File: src/hdl/pmc_pkg.sv
package pmc_pkg;

    // Register bus geometry
    localparam int unsigned ADDR_W                = 3;
    localparam int unsigned DATA_W                = 8;
    localparam int unsigned EVT_W                 = 3;

    // Register offsets
    localparam logic [2:0]  OFS_DETECT_CTRL       = 3'h0;
    localparam logic [2:0]  OFS_WARN_STOP_CTRL    = 3'h1;
    localparam logic [2:0]  OFS_SYS_OPTIONS       = 3'h2;
    localparam logic [2:0]  OFS_EVT_STATUS        = 3'h3;
    localparam logic [2:0]  OFS_EVT_MASK          = 3'h4;

    // Detect control/status field positions
    localparam int unsigned DET_FLAG_BIT          = 7;
    localparam int unsigned DET_ACK_BIT           = 6;
    localparam int unsigned DET_IRQ_EN_BIT        = 5;
    localparam int unsigned DET_RST_EN_BIT        = 4;
    localparam int unsigned DET_STOP_EN_BIT       = 3;
    localparam int unsigned DET_MASTER_EN_BIT     = 2;
    localparam int unsigned DET_RSVD_BIT          = 1;
    localparam int unsigned DET_REFBUF_EN_BIT     = 0;

    // Warning / stop control/status field positions
    localparam int unsigned WRN_FLAG_BIT          = 7;
    localparam int unsigned WRN_ACK_BIT           = 6;
    localparam int unsigned WRN_DET_TRIP_BIT      = 5;
    localparam int unsigned WRN_WARN_TRIP_BIT     = 4;
    localparam int unsigned WRN_DS_FLAG_BIT       = 3;
    localparam int unsigned WRN_DS_ACK_BIT        = 2;
    localparam int unsigned WRN_DS_SEL_BIT        = 0;

    // System options field position
    localparam int unsigned OPT_WDOG_CLK_BIT      = 7;

    // Event status / mask field positions
    localparam int unsigned EVT_DETECT_BIT        = 0;
    localparam int unsigned EVT_WARN_BIT          = 1;
    localparam int unsigned EVT_DEEP_EXIT_BIT     = 2;

    // Values after reset
    localparam logic        RST_IRQ_EN            = 1'b0;
    localparam logic        RST_RST_EN            = 1'b1;
    localparam logic        RST_STOP_EN           = 1'b1;
    localparam logic        RST_MASTER_EN         = 1'b1;
    localparam logic        RST_REFBUF_EN         = 1'b0;
    localparam logic        RST_TRIP_SEL          = 1'b0;
    localparam logic        RST_DS_SEL            = 1'b0;
    localparam logic        RST_WDOG_CLK          = 1'b0;
    localparam logic [2:0]  RST_EVT_MASK          = 3'h0;
    localparam logic [7:0]  RST_RDATA             = 8'h00;

endpackage : pmc_pkg

File: src/hdl/pmc_top.sv
// Design decisions made here: the plain strobed port and the register addresses.
`timescale 1ns/1ps

module pmc_top (
    // Clock and reset
    input  wire logic                      REF_CLK_IN,
    input  wire logic                      RST_N_IN,
    // Reset cause and power state, from same-clock system logic
    input  wire logic                      POR_CAUSE_IN,
    input  wire logic                      DEEP_STOP_WAKE_IN,
    input  wire logic                      STOP_MODE_IN,
    // Analog comparator levels, asynchronous
    input  wire logic                      UNDERVOLT_DETECT_IN,
    input  wire logic                      SUPPLY_WARNING_IN,
    // Register bus
    input  wire logic [pmc_pkg::ADDR_W-1:0] ADDR_IN,
    input  wire logic [pmc_pkg::DATA_W-1:0] WDATA_IN,
    input  wire logic                      WR_IN,
    input  wire logic                      RD_IN,
    output logic      [pmc_pkg::DATA_W-1:0] RDATA_OUT,
    // Control outputs
    output logic                           DETECT_TRIP_SEL_OUT,
    output logic                           WARN_TRIP_SEL_OUT,
    output logic                           REF_BUF_EN_OUT,
    output logic                           DEEP_STOP_SEL_OUT,
    output logic                           WDOG_CLK_SEL_OUT,
    output logic                           UNDERVOLT_ACTIVE_OUT,
    // Requests
    output logic                           UNDERVOLT_RESET_OUT,
    output logic                           UNDERVOLT_IRQ_OUT,
    output logic                           EVT_IRQ_OUT
);

    import pmc_pkg::*;

    // Synchronisers for the comparator levels
    logic              det_meta_r;
    logic              det_sync_r;
    logic              wrn_meta_r;
    logic              wrn_sync_r;

    // Register state
    logic              detect_flag_r;
    logic              detect_flag_nxt;
    logic              irq_en_r;
    logic              refbuf_en_r;
    logic              warn_flag_r;
    logic              warn_flag_nxt;
    logic              det_trip_r;
    logic              warn_trip_r;
    logic              ds_flag_r;
    logic              ds_flag_nxt;
    logic              first_cycle_r;
    logic [EVT_W-1:0]  evt_status_r;
    logic [EVT_W-1:0]  evt_status_nxt;
    logic [EVT_W-1:0]  evt_mask_r;
    logic              reset_req_r;
    logic [DATA_W-1:0] rdata_r;

    // Write-once bits
    logic              rst_en;
    logic              stop_en;
    logic              master_en;
    logic              ds_sel;
    logic              wdog_clk;

    // Address decode
    wire               sel_det   = (ADDR_IN == OFS_DETECT_CTRL);
    wire               sel_wrn   = (ADDR_IN == OFS_WARN_STOP_CTRL);
    wire               sel_opt   = (ADDR_IN == OFS_SYS_OPTIONS);
    wire               sel_evt   = (ADDR_IN == OFS_EVT_STATUS);
    wire               sel_msk   = (ADDR_IN == OFS_EVT_MASK);

    // Write strobes per register
    wire               wr_det    = WR_IN && sel_det;
    wire               wr_wrn    = WR_IN && sel_wrn;
    wire               wr_opt    = WR_IN && sel_opt;
    wire               wr_evt    = WR_IN && sel_evt;
    wire               wr_msk    = WR_IN && sel_msk;

    // Acknowledge strobes
    wire               det_ack   = wr_det && WDATA_IN[DET_ACK_BIT];
    wire               wrn_ack   = wr_wrn && WDATA_IN[WRN_ACK_BIT];
    wire               ds_ack    = wr_wrn && WDATA_IN[WRN_DS_ACK_BIT];

    // Detection is live when enabled and, in stop, only with stop enable
    wire               det_live  = master_en && (!STOP_MODE_IN || stop_en);
    wire               det_set   = det_live && det_sync_r;
    wire               wrn_set   = wrn_sync_r;
    wire               ds_set    = first_cycle_r && DEEP_STOP_WAKE_IN;

    // Hardware events for the sticky status register
    wire [EVT_W-1:0]   evt_hit;
    assign evt_hit[EVT_DETECT_BIT]    = det_set && !detect_flag_r;
    assign evt_hit[EVT_WARN_BIT]      = wrn_set && !warn_flag_r;
    assign evt_hit[EVT_DEEP_EXIT_BIT] = ds_set;

    // Flag next values: a set in the same cycle as an acknowledge wins, so no event is lost
    assign detect_flag_nxt = det_set ? 1'b1 :
                             det_ack ? 1'b0 :
                                       detect_flag_r;
    assign warn_flag_nxt   = wrn_set ? 1'b1 :
                             wrn_ack ? 1'b0 :
                                       warn_flag_r;
    assign ds_flag_nxt     = ds_set  ? 1'b1 :
                             ds_ack  ? 1'b0 :
                                       ds_flag_r;

    // Sticky event bits clear on written ones; a new event in the same cycle wins
    wire [EVT_W-1:0]   evt_clr = wr_evt ? WDATA_IN[EVT_W-1:0] : {EVT_W{1'b0}};
    assign evt_status_nxt  = evt_hit | (evt_status_r & ~evt_clr);

    // Read data assembly; write-only and reserved bits read zero
    wire [DATA_W-1:0]  rd_det;
    wire [DATA_W-1:0]  rd_wrn;
    wire [DATA_W-1:0]  rd_opt;
    assign rd_det = {detect_flag_r, 1'b0, irq_en_r, rst_en, stop_en, master_en, 1'b0, refbuf_en_r};
    assign rd_wrn = {warn_flag_r, 1'b0, det_trip_r, warn_trip_r, ds_flag_r, 1'b0, 1'b0, ds_sel};
    assign rd_opt = {wdog_clk, 7'h00};

    // Unmapped offsets read zero
    wire [DATA_W-1:0]  rd_mux = sel_det ? rd_det :
                                sel_wrn ? rd_wrn :
                                sel_opt ? rd_opt :
                                sel_evt ? {5'h00, evt_status_r} :
                                sel_msk ? {5'h00, evt_mask_r} :
                                          RST_RDATA;

    // Detect comparator synchroniser; only the second stage feeds logic
    always_ff @(posedge REF_CLK_IN) begin
        if (!RST_N_IN) begin
            det_meta_r <= 1'b0;
            det_sync_r <= 1'b0;
        end else begin
            det_meta_r <= UNDERVOLT_DETECT_IN;
            det_sync_r <= det_meta_r;
        end
    end

    // Warning comparator synchroniser; a supply already low at release sets the flag from the third edge
    always_ff @(posedge REF_CLK_IN) begin
        if (!RST_N_IN) begin
            wrn_meta_r <= 1'b0;
            wrn_sync_r <= 1'b0;
        end else begin
            wrn_meta_r <= SUPPLY_WARNING_IN;
            wrn_sync_r <= wrn_meta_r;
        end
    end

    // Write-once controls; a write to the register consumes all of its write-once bits,
    // even when software meant to change only the other fields
    pmc_wonce_bit #(.RESET_VAL(RST_RST_EN)) u_rst_en (
        .clk_in    (REF_CLK_IN),
        .rst_n_in  (RST_N_IN),
        .wr_in     (wr_det),
        .data_in   (WDATA_IN[DET_RST_EN_BIT]),
        .value_out (rst_en)
    );

    pmc_wonce_bit #(.RESET_VAL(RST_STOP_EN)) u_stop_en (
        .clk_in    (REF_CLK_IN),
        .rst_n_in  (RST_N_IN),
        .wr_in     (wr_det),
        .data_in   (WDATA_IN[DET_STOP_EN_BIT]),
        .value_out (stop_en)
    );

    pmc_wonce_bit #(.RESET_VAL(RST_MASTER_EN)) u_master_en (
        .clk_in    (REF_CLK_IN),
        .rst_n_in  (RST_N_IN),
        .wr_in     (wr_det),
        .data_in   (WDATA_IN[DET_MASTER_EN_BIT]),
        .value_out (master_en)
    );

    pmc_wonce_bit #(.RESET_VAL(RST_DS_SEL)) u_ds_sel (
        .clk_in    (REF_CLK_IN),
        .rst_n_in  (RST_N_IN),
        .wr_in     (wr_wrn),
        .data_in   (WDATA_IN[WRN_DS_SEL_BIT]),
        .value_out (ds_sel)
    );

    pmc_wonce_bit #(.RESET_VAL(RST_WDOG_CLK)) u_wdog_clk (
        .clk_in    (REF_CLK_IN),
        .rst_n_in  (RST_N_IN),
        .wr_in     (wr_opt),
        .data_in   (WDATA_IN[OPT_WDOG_CLK_BIT]),
        .value_out (wdog_clk)
    );

    // Detect interrupt enable, plain read/write
    always_ff @(posedge REF_CLK_IN) begin
        if (!RST_N_IN) begin
            irq_en_r <= RST_IRQ_EN;
        end else if (wr_det) begin
            irq_en_r <= WDATA_IN[DET_IRQ_EN_BIT];
        end
    end

    // Reference buffer enable, plain read/write
    always_ff @(posedge REF_CLK_IN) begin
        if (!RST_N_IN) begin
            refbuf_en_r <= RST_REFBUF_EN;
        end else if (wr_det) begin
            refbuf_en_r <= WDATA_IN[DET_REFBUF_EN_BIT];
        end
    end

    // Event mask, same layout as the event status
    always_ff @(posedge REF_CLK_IN) begin
        if (!RST_N_IN) begin
            evt_mask_r <= RST_EVT_MASK;
        end else if (wr_msk) begin
            evt_mask_r <= WDATA_IN[EVT_W-1:0];
        end
    end

    // Detect trip select survives every reset except power-on
    always_ff @(posedge REF_CLK_IN) begin
        if (!RST_N_IN) begin
            if (POR_CAUSE_IN) begin
                det_trip_r <= RST_TRIP_SEL;
            end
        end else if (wr_wrn) begin
            det_trip_r <= WDATA_IN[WRN_DET_TRIP_BIT];
        end
    end

    // Warning trip select survives every reset except power-on
    always_ff @(posedge REF_CLK_IN) begin
        if (!RST_N_IN) begin
            if (POR_CAUSE_IN) begin
                warn_trip_r <= RST_TRIP_SEL;
            end
        end else if (wr_wrn) begin
            warn_trip_r <= WDATA_IN[WRN_WARN_TRIP_BIT];
        end
    end

    // Detect flag
    always_ff @(posedge REF_CLK_IN) begin
        if (!RST_N_IN) begin
            detect_flag_r <= 1'b0;
        end else begin
            detect_flag_r <= detect_flag_nxt;
        end
    end

    // Warning flag
    always_ff @(posedge REF_CLK_IN) begin
        if (!RST_N_IN) begin
            warn_flag_r <= 1'b0;
        end else begin
            warn_flag_r <= warn_flag_nxt;
        end
    end

    // Deep-stop exit flag
    always_ff @(posedge REF_CLK_IN) begin
        if (!RST_N_IN) begin
            ds_flag_r <= 1'b0;
        end else begin
            ds_flag_r <= ds_flag_nxt;
        end
    end

    // First cycle after release; the wake input is looked at only then
    always_ff @(posedge REF_CLK_IN) begin
        if (!RST_N_IN) begin
            first_cycle_r <= 1'b1;
        end else begin
            first_cycle_r <= 1'b0;
        end
    end

    // Sticky event status
    always_ff @(posedge REF_CLK_IN) begin
        if (!RST_N_IN) begin
            evt_status_r <= {EVT_W{1'b0}};
        end else begin
            evt_status_r <= evt_status_nxt;
        end
    end

    // Reset request held until the system reset removes it;
    // a level, so a slow reset controller cannot miss it
    always_ff @(posedge REF_CLK_IN) begin
        if (!RST_N_IN) begin
            reset_req_r <= 1'b0;
        end else if (detect_flag_nxt && rst_en && master_en) begin
            reset_req_r <= 1'b1;
        end
    end

    // Read data, valid the cycle after the read strobe;
    // zero otherwise so a stale value never lingers on the bus
    always_ff @(posedge REF_CLK_IN) begin
        if (!RST_N_IN) begin
            rdata_r <= RST_RDATA;
        end else if (RD_IN) begin
            rdata_r <= rd_mux;
        end else begin
            rdata_r <= RST_RDATA;
        end
    end

    // Read data and register-backed controls
    assign RDATA_OUT            = rdata_r;
    assign DETECT_TRIP_SEL_OUT  = det_trip_r;
    assign WARN_TRIP_SEL_OUT    = warn_trip_r;
    assign REF_BUF_EN_OUT       = refbuf_en_r;
    assign DEEP_STOP_SEL_OUT    = ds_sel;
    assign WDOG_CLK_SEL_OUT     = wdog_clk;

    // Detector state and requests
    assign UNDERVOLT_ACTIVE_OUT = det_live;
    assign UNDERVOLT_RESET_OUT  = reset_req_r;
    assign UNDERVOLT_IRQ_OUT    = irq_en_r && detect_flag_r;

    // Event interrupt, high while any unmasked event is pending
    assign EVT_IRQ_OUT          = |(evt_status_r & evt_mask_r);

endmodule : pmc_top

File: src/hdl/pmc_wonce_bit.sv
`timescale 1ns/1ps

// Control bit that takes only the first write after each reset
module pmc_wonce_bit #(
    parameter logic RESET_VAL = 1'b0
) (
    // Clock and reset
    input  wire logic clk_in,
    input  wire logic rst_n_in,
    // Write port
    input  wire logic wr_in,
    input  wire logic data_in,
    // State
    output logic      value_out
);

    logic used_r;

    always_ff @(posedge clk_in) begin
        if (!rst_n_in) begin
            value_out <= RESET_VAL;
            used_r    <= 1'b0;
        end else if (wr_in && !used_r) begin
            value_out <= data_in;
            used_r    <= 1'b1;
        end
    end

endmodule : pmc_wonce_bit

File: config.mk
export PLATFORM = sky130hd
export DESIGN_NAME = pmc_top
export DESIGN_NICKNAME = d
export VERILOG_FILES = /design/src/hdl/pmc_pkg.sv /design/src/hdl/pmc_top.sv /design/src/hdl/pmc_wonce_bit.sv
export SDC_FILE = /design/constraint.sdc
export NUM_CORES = 1
export LEC_CHECK = 0
export ABC_CLOCK_PERIOD_IN_PS = 3010
export BUFFER_PORTS_ARGS = -buffer_cell sky130_fd_sc_hd__buf_2
export CAP_MARGIN = 15
export CORE_MARGIN = 2
export CORE_UTILIZATION = 45
export CTS_BUF_LIST = sky130_fd_sc_hd__clkbuf_4 sky130_fd_sc_hd__clkbuf_8
export CTS_CLUSTER_DIAMETER = 120
export DETAILED_ROUTE_END_ITERATION = 8
export GPL_TIMING_DRIVEN = 0
export PLACE_DENSITY_LB_ADDON = 0.08
export SLEW_MARGIN = 20
export SYNTH_ARGS = -nofsm -noshare
export SYNTH_HDL_FRONTEND = slang
export SYNTH_HIERARCHICAL = 1
export SYNTH_SLANG_ARGS = --single-unit
File: constraint.sdc
create_clock -name REF_CLK_IN -period 3.01 [get_ports REF_CLK_IN]
set_input_delay 0.602 -clock REF_CLK_IN [delete_from_list [all_inputs] [get_ports REF_CLK_IN]]
set_output_delay 0.602 -clock REF_CLK_IN [all_outputs]
set_load 0.01 [all_outputs]
==> flow_metrics.env <==
export IMPL_ios=37
export IMPL_arrival_ns=1.28
export IMPL_whs_path_depth=1
export IMPL_ctsHoldBuffers=0
export IMPL_netlist_instances=144
export IMPL_outcome="completed"
export IMPL_clock_latency_ns=0.35
export IMPL_fin_skew_ns=0.00977
export IMPL_finalHoldViolations=0
export IMPL_synth_nets=164
export IMPL_vias=1217
export IMPL_async_reset_ff_share_pct=0
export IMPL_post_cts_buffers=0
export IMPL_grt_pass1_wl_um=5230
export IMPL_ant_nets=0
export IMPL_dp_cells=225
export IMPL_mostFrequentLayoutCell="buf_2"
export IMPL_synth_edf_count=2
export IMPL_cts_buffer_depth=2
export IMPL_final_cell_mix="buf_2, dfxtp_1, mux2i_1"
export IMPL_min_path_type="reg -> reg"
export IMPL_cts_sinks=36
export IMPL_drtIter0Drc=27
export IMPL_r2r_cells=3
export IMPL_gp_congestion=0.755
export IMPL_avgSynthCellArea_sq_um=10.5
export IMPL_largest_reg_flops=7
export IMPL_row_count=21
export IMPL_yosysWarnings=6
export IMPL_synth_seq_cells=36
export IMPL_antenna_found_initial=0
export IMPL_total_power_uw=902
export IMPL_tightest_slew_ns=0.774
export IMPL_criticalPathCategory="reg -> out"
export IMPL_routed_wl_um=3250
export IMPL_worstPathRequired_ns=2.41
export IMPL_grt_overflow=0
export IMPL_synth_area_leaders="dfxtp_1, mux2i_1, and2_1, edfxtp_1, o21a_1"
export IMPL_crit_fanout=3
export IMPL_cts_made_buffers=5
export IMPL_synth_top_area_share_pct=44.9
export IMPL_finalNonFillerCells=233
export IMPL_track_usage_pct=19.5
export IMPL_die_y_um=62.0
export IMPL_slew_headroom_pct=48.2
export IMPL_timing_setup_tns_ns=0
export IMPL_critPathLaunchType="flop"
export IMPL_cp_end_kind="output pin"
export IMPL_slew_violations=0
export IMPL_layout_min_cycle_time_ns=1.88
export IMPL_dp_hpwl_um=2400
export IMPL_root_buffer="clkbuf_4"
export IMPL_start_util_pct=46.1
export IMPL_synth_area_sq_mm=0.00152
export IMPL_fmax_ghz=0.531
export IMPL_grt_pass1_vias=1089
export IMPL_drive_above_1_share_pct=31.6
export IMPL_seq_area_frac_synth_pct=48.9
export IMPL_setup_viol=0
export IMPL_synth_cell_types=38
export IMPL_drv_cap=0
export IMPL_p_per_area_mw_per_mm2=497
export IMPL_finalCritPeriodShare_pct=62.6
export IMPL_area_growth_pct=19.7
export IMPL_cts_resized=0
export IMPL_core_area_sq_mm=0.00328
export IMPL_num_antenna_cells=0
export IMPL_drt_first_pass_iters=4
export IMPL_wl_per_cell_um=13.9
export IMPL_yosysTopAreaCell="dfxtp_1"
export IMPL_nets=206
export IMPL_die_x_um=62.0
export IMPL_fp_dieArea_sq_mm=0.00385
export IMPL_viasPerCell=5.22
export IMPL_cts_max_level=2
export IMPL_grt_start_max_net_pins=14
export IMPL_p_leak_uw=0.000800
export IMPL_clk_pin_slew_ns=0.11
export IMPL_synth_flop_cell="dfxtp_1"
export IMPL_cts_tree="built"
export IMPL_rsz0062_at_grt="false"
export IMPL_io_buffers=35
export IMPL_drc=0
export IMPL_ir_worst_vdd_mv=0.284
-- power by group --
| part | internal, uW | switching, uW |
|---|---|---|
| Combinational | 44.5 | 49.8 |
| Sequential | 500 | 11.9 |
| Clock | 133 | 163 |
-- metrics by stage --
step / instance area [sq um] / hold WS [ns] / worst slack, ns / utilization (%)
after detailed placement: 1750 / 0.423 / 1.03 / 53.2
after CTS: 1810 / 0.443 / 1.12 / 55.2
after floorplan: 1520 / 0.412 / 1.48 / -
after global routing: 1810 / 0.457 / 1.05 / 55.2
final: 1810 / 0.447 / 1.13 / 55.2
after global placement: 1750 / 0.417 / 1.11 / 53.2
-- worst max-delay path, stage by stage (launching register included) --
cell	delay, ns
dfxtp_1	0.35
a222oi_1	0.37
inv_1	0.07
buf_2	0.15
-- area by class of cell --
| class | instances | area (sq um) |
|---|---|---|
| fill | 315 | 1470 |
| sequential | 36 | 741 |
| multi-input combinational | 96 | 716 |
| timing repair buffer | 35 | 175 |
| clock buffer | 8 | 66.3 |
| tap | 46 | 57.6 |
| buffer | 6 | 36.3 |
| inverter | 6 | 22.5 |
-- cell usage after synthesis (all sizes together), types with 2 or more instances --
master	n
a21boi	2
a31oi	3
and2	10
and3	2
and4bb	2
buf	5
dfxtp	34
edfxtp	2
inv	6
mux2	2
mux2i	12
nand2	9
nand3b	5
nor2	10
nor2b	5
nor4	3
o211ai	3
o21a	8
o21ai	5
-- cell families (layout without fill, tap and decap cells) --
kind of cell | Yosys count | in the layout | share of synthesized area (%)
buffers and inverters | 12 | 55 | 3.88
other | 1 | 1 | 0.247
and+or+nand+nor | 53 | 53 | 23.0
muxes | 14 | 14 | 9.41
AOI/OAI and AO/OA | 28 | 28 | 14.5
DFF | 36 | 36 | 48.9
-- metal layers --
layer  global-route usage, %  up-vias  wire, um  part of all wire [%]
met5                       0        -         0                     0
met4                    8.51        0        86                   2.7
met3                    7.04       11       180                   5.5
met2                    31.7       32      1520                    47
met1                    22.9      573      1460                    45
li1                        -      601         -                     -
-- worst paths after layout --
path                endpoint  slack [ns]           startpoint
min               det_sync_r        0.45           det_meta_r
min reg2reg       det_sync_r        0.45           det_meta_r
max reg2reg  evt_status_r[0]        1.98  u_stop_en/value_out
max              EVT_IRQ_OUT        1.13        evt_mask_r[1]
Note: power is estimated with default switching activity, not from simulation.
